`src/logic/nvs_pkg.sv`:
```
package nvs_pkg;

  // ==========================================================================
  // Pin widths
  localparam int ADDR_W = 11;
  localparam int DATA_W = 8;

  // ==========================================================================
  // Software sequence addresses
  localparam logic [10:0] SEQ_A0 = 11'h000;
  localparam logic [10:0] SEQ_A1 = 11'h555;
  localparam logic [10:0] SEQ_A2 = 11'h2AA;
  localparam logic [10:0] SEQ_A3 = 11'h7FF;
  localparam logic [10:0] SEQ_A4 = 11'h0F0;
  localparam logic [10:0] SEQ_STORE = 11'h70F;
  localparam logic [10:0] SEQ_RECALL = 11'h70E;

  // ==========================================================================
  // Timing at 250 MHz (4 ns period)
  localparam int CLK_PS = 4000;
  localparam int INIT_NS = 70;
  localparam int PULSE_NS = 60;
  localparam int STORE_MS = 10;
  localparam int RECALL_US = 20;
  localparam int INIT_CYC = (INIT_NS * 1000 + CLK_PS - 1) / CLK_PS;
  localparam int PULSE_CYC = (PULSE_NS * 1000 + CLK_PS - 1) / CLK_PS;
  localparam int STORE_CYC_DEF = (STORE_MS * 1000000 / CLK_PS) * 1000;
  localparam int RECALL_CYC_DEF = RECALL_US * 1000000 / CLK_PS;
  localparam int CNT_W = 24;

  // ==========================================================================
  // Types
  typedef enum logic [0:0] {NVS_OP_STORE, NVS_OP_RECALL} nvs_op_t;

  typedef enum logic [2:0] {
    NVS_IDLE, NVS_SETUP, NVS_LOW, NVS_HIGH, NVS_BUSY
  } nvs_state_t;

  typedef struct packed {
    logic [10:0] addr;
    logic ce_n;
    logic we_n;
    logic oe_n;
  } nvs_pins_t;

  typedef struct packed {
    nvs_state_t st;
    logic [2:0] step;
    nvs_op_t op;
    logic [CNT_W-1:0] cnt;
    nvs_pins_t pins;
    logic done;
    logic busy;
  } nvs_regs_t;

endpackage

```
`src/logic/nvs_host_ctrl.sv`:
```
`timescale 1ns/1ps
// How it works
// Sequence starts with reads at 000, 555, 2AA, back to back.
// Reads at 7FF, 0F0, then 70F start a store; device disables itself.
// Recall uses same five reads, sixth read at 70E.
// Device erases then programs all nonvolatile cells during store.
// Device ignores pins while store runs; host stays off the bus.
// No other access between sequence reads; device aborts otherwise.
// Host issues only reads; output gate level does not matter.
// After store time device accepts reads and writes again.
// Device refuses software store while power fail is active.
// Writes after power fail are blocked by the device.
// Recall clears SRAM then copies nonvolatile data.
// Recall leaves nonvolatile contents unchanged.
// After recall time device accepts reads and writes again.
// Write strobe held high while chip select low in the sequence.
// Each step is a chip-select-controlled read pulse.
// After abort the device matcher restarts at first address.
// Store lasts at most 10 ms, recall at most 20 us.
module nvs_host_ctrl #(
  parameter int STORE_CYC = nvs_pkg::STORE_CYC_DEF,
  parameter int RECALL_CYC = nvs_pkg::RECALL_CYC_DEF
) (
  input wire logic i_clk_sys,
  input wire logic i_rst_n,
  input wire logic i_start,
  input wire nvs_pkg::nvs_op_t i_op,
  output logic o_ready,
  output logic o_busy,
  output logic o_done,
  output logic [10:0] o_addr,
  output logic o_ce_n,
  output logic o_we_n,
  output logic o_oe_n
);

  // ==========================================================================
  // State
  nvs_pkg::nvs_regs_t r_q;
  nvs_pkg::nvs_regs_t r_d;

  function automatic logic [10:0] seq_addr(input logic [2:0] idx, input nvs_pkg::nvs_op_t op);
    logic [10:0] a;
    a = nvs_pkg::SEQ_A0;
    case (idx)
      3'h0: a = nvs_pkg::SEQ_A0;
      3'h1: a = nvs_pkg::SEQ_A1;
      3'h2: a = nvs_pkg::SEQ_A2;
      3'h3: a = nvs_pkg::SEQ_A3;
      3'h4: a = nvs_pkg::SEQ_A4;
      3'h5: a = (op == nvs_pkg::NVS_OP_RECALL) ? nvs_pkg::SEQ_RECALL : nvs_pkg::SEQ_STORE;
      default: a = nvs_pkg::SEQ_A0;
    endcase
    return a;
  endfunction

  // ==========================================================================
  // Sequencer
  always_comb begin
    r_d = r_q;
    r_d.done = 1'b0;
    case (r_q.st)
      nvs_pkg::NVS_IDLE: begin
        r_d.pins.ce_n = 1'b1;
        if (i_start) begin
          r_d.op = i_op;
          r_d.step = 3'h0;
          r_d.pins.addr = seq_addr(3'h0, i_op);
          r_d.busy = 1'b1;
          r_d.cnt = '0;
          r_d.st = nvs_pkg::NVS_SETUP;
        end
      end
      nvs_pkg::NVS_SETUP: begin
        // Address is stable one cycle before chip select falls
        r_d.pins.ce_n = 1'b0;
        r_d.cnt = '0;
        r_d.st = nvs_pkg::NVS_LOW;
      end
      nvs_pkg::NVS_LOW: begin
        r_d.cnt = r_q.cnt + 1'b1;
        if (r_q.cnt == nvs_pkg::CNT_W'(nvs_pkg::INIT_CYC - 1)) begin
          r_d.pins.ce_n = 1'b1;
          r_d.cnt = '0;
          r_d.st = nvs_pkg::NVS_HIGH;
        end
      end
      nvs_pkg::NVS_HIGH: begin
        if (r_q.step == 3'h5) begin
          r_d.cnt = '0;
          r_d.st = nvs_pkg::NVS_BUSY;
        end else begin
          // Next read follows at once; nothing else touches the bus
          r_d.step = r_q.step + 3'h1;
          r_d.pins.addr = seq_addr(r_q.step + 3'h1, r_q.op);
          r_d.st = nvs_pkg::NVS_SETUP;
        end
      end
      nvs_pkg::NVS_BUSY: begin
        r_d.cnt = r_q.cnt + 1'b1;
        if ((r_q.op == nvs_pkg::NVS_OP_STORE && r_q.cnt == nvs_pkg::CNT_W'(STORE_CYC - 1)) ||
            (r_q.op == nvs_pkg::NVS_OP_RECALL && r_q.cnt == nvs_pkg::CNT_W'(RECALL_CYC - 1))) begin
          r_d.busy = 1'b0;
          r_d.done = 1'b1;
          r_d.cnt = '0;
          r_d.st = nvs_pkg::NVS_IDLE;
        end
      end
      default: begin
        r_d.st = nvs_pkg::NVS_IDLE;
        r_d.pins.ce_n = 1'b1;
        r_d.busy = 1'b0;
      end
    endcase
    r_d.pins.we_n = 1'b1;
    r_d.pins.oe_n = 1'b1;
  end

  always_ff @(posedge i_clk_sys or negedge i_rst_n) begin
    if (!i_rst_n) begin
      r_q <= '{st: nvs_pkg::NVS_IDLE, step: 3'h0, op: nvs_pkg::NVS_OP_STORE, cnt: '0,
               pins: '{addr: 11'h000, ce_n: 1'b1, we_n: 1'b1, oe_n: 1'b1}, done: 1'b0, busy: 1'b0};
    end else begin
      r_q <= r_d;
    end
  end

  assign o_ready = (r_q.st == nvs_pkg::NVS_IDLE);
  assign o_busy = r_q.busy;
  assign o_done = r_q.done;
  assign o_addr = r_q.pins.addr;
  assign o_ce_n = r_q.pins.ce_n;
  assign o_we_n = r_q.pins.we_n;
  assign o_oe_n = r_q.pins.oe_n;
endmodule // nvs_host_ctrl

```
`config.mk`:
```
export PLATFORM = sky130hd
export DESIGN_NAME = nvs_host_ctrl
export DESIGN_NICKNAME = d
export VERILOG_FILES = /design/src/logic/nvs_pkg.sv /design/src/logic/nvs_host_ctrl.sv
export SDC_FILE = /design/constraint.sdc
export NUM_CORES = 1
export LEC_CHECK = 0
export CAP_MARGIN = 20
export CORE_MARGIN = 4
export CORE_UTILIZATION = 25
export CTS_BUF_LIST = sky130_fd_sc_hd__clkbuf_4 sky130_fd_sc_hd__clkbuf_8 sky130_fd_sc_hd__clkbuf_16
export DETAILED_ROUTE_END_ITERATION = 12
export DONT_BUFFER_PORTS = 1
export GPL_ROUTABILITY_DRIVEN = 0
export GPL_TIMING_DRIVEN = 0
export PLACE_DENSITY = 0.5
export SKIP_LAST_GASP = 1
export SLEW_MARGIN = 20
export SYNTH_ARGS = -nofsm -noshare
export SYNTH_HDL_FRONTEND = slang
export SYNTH_SLANG_ARGS = --single-unit
export TNS_END_PERCENT = 30
```
`constraint.sdc`:
```
create_clock -name i_clk_sys -period 2.8 [get_ports i_clk_sys]
set_input_delay 0.42 -clock i_clk_sys [delete_from_list [all_inputs] [get_ports i_clk_sys]]
set_output_delay 0.42 -clock i_clk_sys [all_outputs]
set_load 0.02 [all_outputs]
```
# After elaboration in Yosys (flattened, before gate mapping)
# Index checks and enable logic that the tools add are counted.
[word_totals]
register_bits = 45
latchBits = 0
mem_bits_rw = 0
romBits = 0
wordCells = 66
mem_count = 0
[classes]
addsub = 2
multipliers = 0
div_mod_pow = 0
n_lt_le_gt_ge = 0
eq_ne = 18
shift = 0
mux = 21
n_bitwise = 3
reduce_logical = 14
[op_table]
columns = ["op", "count"]
rows = [
  ["case mux 24 bit (5 select lines)", 1],
  ["2-to-1 mux 24 bit", 3],
  ["case mux 11 bit (5 select lines)", 1],
  ["2-to-1 mux 42 bit", 1],
  ["adder 24 x 1 -> 24 bit, second input constant", 1],
  ["== test 24 x 13 -> 1 bit, second input constant", 1],
  ["== test 24 x 22 -> 1 bit, second input constant", 1],
  ["== test 24 x 5 -> 1 bit, second input constant", 1],
  ["case mux 11 bit (2 select lines)", 1],
  ["case mux 3 bit (5 select lines)", 1],
  ["== test 3 x 2 -> 1 bit, second input constant", 4],
  ["== test 3 bit, second input constant", 4],
  ["2-to-1 mux 3 bit", 4],
  ["AND reduction 3 bit", 4],
  ["2-to-1 mux 11 bit", 1],
  ["!= test 2 bit, second input constant", 5],
  ["== test 3 x 1 -> 1 bit, second input constant", 2],
  ["case mux 1 bit (3 select lines)", 2],
  ["case mux 3 bit (2 select lines)", 1],
  ["nonzero test 5 bit", 1],
  ["2-to-1 mux 1 bit", 4],
  ["AND reduction 2 bit", 2],
  ["adder 3 x 1 -> 3 bit, second input constant", 1],
  ["zero test 3 bit", 1],
  ["7 further kinds", 10],
]

# Longest topological paths before layout
[logic_depth]
depth_word = 5
ltp_mapped = 11

# Least setup slack after synthesis
# No wires, ideal clock.
[synth_timing]
path_kind = "reg-to-reg"
from = "reg r_q[35] (netlist bit)"
to = "reg r_q[21] (netlist bit)"
setup_ns = 0.119
t_arrival_ns = 1.856
path_slack_ns = 0.825
path_stages_with_launch = 9
path_cell_list = "dfrtp_1 > or4_1 > nand3b_1 > o311ai_4 > nand2_1 > nor2_2 > buf_6 > buf_12 > nor2_1"
[synth_via]
elab_chain_len = 5
elab_cells_between_ends = 9
cone_classes = "eq/ne (3); mux (3); reduce/logical (3)"
[synth_rtl]
columns = ["element", "line", "text"]
rows = [
  ["start: declaration", "nvs_host_ctrl.sv:39", "nvs_pkg::nvs_regs_t r_q;"],
  ["start signal: assignment", "nvs_host_ctrl.sv:121", "r_q <= '{st: nvs_pkg::NVS_IDLE, step: 3'h0, op: nvs_pkg::NVS_OP_STORE, cnt: '0,"],
  ["start signal: assignment", "nvs_host_ctrl.sv:124", "r_q <= r_d;"],
  ["== test 24 x 22 -> 1 bit / == test 24 x 13 -> 1 bit (equally long branches)", "nvs_host_ctrl.sv:101, nvs_host_ctrl.sv:102", ""],
  ["logical AND 1 bit (on tied branches)", "nvs_host_ctrl.sv:101, nvs_host_ctrl.sv:102", ""],
  ["logical OR 1 bit", "nvs_host_ctrl.sv:101", "if ((r_q.op == nvs_pkg::NVS_OP_STORE && r_q.cnt == nvs_pkg::CNT_W'(STORE_CYC - 1)) ||"],
  ["2-to-1 mux 24 bit", "nvs_host_ctrl.sv:101", ""],
  ["case mux 24 bit (5 select lines) (*)", "nvs_host_ctrl.sv:62", "case (r_q.st)"],
]
# Every way passes the cells marked *; elsewhere a longest branch is shown, timed or not.
# A chain may end at the register's enable or synchronous reset.

# Final worst setup path
[layout_timing]
from = "reg r_q[42] (netlist bit)"
to = "reg r_q[37] (netlist bit)"
[layout_via]
elab_chain_len = 3
[layout_rtl]
columns = ["element", "line", "text"]
rows = [
  ["== test 3 bit", "nvs_host_ctrl.sv:89", "if (r_q.step == 3'h5) begin"],
  ["!= test 2 bit (no line)", "-", ""],
  ["AND reduction 3 bit (no line)", "-", ""],
]
# No other way between the ends.

==> out/results.ini <==
[sta]
setup_slack_ps=495
skew_ps=7.11
hold_viol_final=0
rsz0062_at_grt=false
period_share_pct=82.3
worst-slew-pin-transition_ps=738
hold-worst-slack_ps=270
setup_viol=0
fmax_mhz=434
finalMaxSlewViolations=0
relSlewSlack_pct=50.4
fin_crit_ps=2310
setup_tns_ps=0

[yosys]
netlist.area_leader.share_pct=42.2
ys_top_cells_by_area=dfrtp_1 42%, nor2_1 6.7%, xnor2_1 5.8%, buf_4 4.3%, ha_1 3.9%
synth_edf_count=0
ys_types=48
synth_adder_area_share_pct=3.89
synth-warning-count=0
synthXorXnorAreaFrac_pct=7.77
synth_compound_area_share_pct=9.00
syn_inst=244
yosys.area_share.simple_pct=25.6
synth_seq_cells=39
ys_seq_area_share_pct=43.4
ys.flop_type=dfrtp_1
yosys.area.top_type=dfrtp_1
synth_top_family_by_area=simple AND/OR/NAND/NOR gates
synth.avg_cell_area_um2=9.24
syn_area_um2=2250
synthMuxAreaShare_pct=1.44
async_flop_share_pct=100

[finish]
fin_util_pct=29.2
final_common_cell=nor2_1
n_antenna_cell=0
mostFrequentLayoutCells=40 x nor2_1, 38 x dfrtp_1, 20 x nand2_1, 15 x xnor2_1
area_growth_pct=13.5
drive_gt1_share_pct=15.7
final_area_um2=2560
nets=265

[clocking]
numCtsBuffers=5
clkTransAtPathRegs_ps=80
clockBufferDepth=2
cts_tree=built
worstSkewPairLatency_ps=290
clock_sinks=39
cts_root_buf=clkbuf_8
cts_resized=0
postCtsSetupBuffers=0
cts-htree-levels=2
cts_hold_buf=2

[routing]
ant_nets=0
routedWlPerCell_um=13.2
drt_iter0_markers=75
vias_per_cell=4.64
wl_um=4800
firstDrtPassIters=4
drcViolationCount=0
vias=1684

[setup_path]
worstPathRequired_ps=2980
start_kind=register
end_kind=register
cp.arrival_ps=2490
ff2ff_path_depth=11
path_max_fanout=10
crit_type=reg2reg
regToRegEndpoint=r_q[37]
reg2reg_slack_ps=490
r2r_start=r_q[42]

[global_routing]
grt-ovfl-total=0
antenna_found_initial=0
grt_max_degree=40
first_global_vias=1646
grt_usage_pct=9.64
grt_pass1_wl_um=8090

[placement]
dp_slack_ps=514
dp_hpwl_um=3490
io_buffer_count=0
dpl_cell_area_um2=2390

[power_and_ir_drop]
powerDensity_nw_per_um2=454
leakagePower_nw=1.14
vdd_drop_max_mv=0.235

[worst_hold_path]
min_to=r_q[40]
holdPathStages=1
hp-start=i_op
hold_path.class=in2reg

[die]
rows=34
start_util_pct=25.7
die-area_um2=10600
dieHeight_um=103
die_w_um=103
coreArea_um2=8760
pin_count=21

[status]
outcome=complete, no violations

[job]
maxCapViolCount=0

## synth_stat cells, types with 2 or more instances
cell,number
and3_1,6
nor2_2,2
xor2_1,5
clkbuf_2,3
dfrtp_1,38
xnor2_1,15
buf_6,2
nand2_1,20
nand3_1,13
ha_1,7
nand3b_1,2
nor2_1,40
o21ai_0,8
nand4_1,9
nor3_1,8
nor4_1,4
inv_1,9
o221ai_1,2
mux2_2,2
buf_4,13
a21oi_1,4
and2_1,4
or4_1,3
## final cells by class
| type | count | area (um^2) |
|---|---|---|
| Buffer | 21 | 164 |
| Clock buffer | 6 | 76.3 |
| Clock inverter | 2 | 60.1 |
| Fill cell | 923 | 6200 |
| Inverter | 9 | 33.8 |
| Multi-Input combinational cell | 176 | 1080 |
| Sequential cell | 39 | 977 |
| Tap cell | 108 | 135 |
| Timing Repair Buffer | 2 | 30.0 |
## power breakdown
part,total [mW],internal [mW],switching (mW)
registers,0.563,0.563,0
logic,0.0198,0.00573,0.0141
clock network,0.578,0.366,0.212
## through the flow
step                      instances  total power, mW
after CTS                       363             1.18
final                           363             1.16
after detailed placement        353            0.579
after global routing            363             1.21
after floorplan                 245            0.579
after global placement          353            0.579
## critical path: stages, from the launching register on
cell      delay, ps
dfrtp_1         420
inv_1            90
ha_1            220
a21boi_0        100
o21ai_1         380
and3_1          220
clkbuf_2        180
nand2_1          80
nor2_2          140
buf_6           170
buf_12          130
nor2_1           50
## cells by family after synthesis
kind of cell,count (synthesis)
buffers and inverters,30
and+or+nand+nor,118
xor gates and xnor gates,20
DFF,39
muxes,3
other,1
AOI/OAI and AO/OA,26
adders and majority gates,7
## routing by layer
metal	wire, um	global-route usage [%]	part of all wire (%)	up-vias
met5	0	0	0	-
met4	50	2.99	1.0	0
met3	265	2.03	5.5	5
met2	2240	15.3	47	49
met1	2250	13.1	47	786
li1	-	-	-	844
## sequential cells by signal (all words and copies together), names as in the netlist
| signal | cells |
|---|---|
| o_ce_n | 1 |
| r_q | 31 |
| o_done | 1 |
| o_busy | 1 |
| o_addr | 5 |
## how the worst max path moves through the flow
stage,start,endpoint,slack [ps],cells after the start
2_1_floorplan,r_q[35],r_q[21],830,8
5_1_grt,r_q[42],r_q[25],250,11
4_1_cts,r_q[42],r_q[37],490,11
3_5_place_dp,r_q[42],r_q[28],510,11
3_3_place_gp,r_q[35],r_q[38],520,8
6_report,r_q[42],r_q[37],490,11
(Power assumes the default switching activity.)
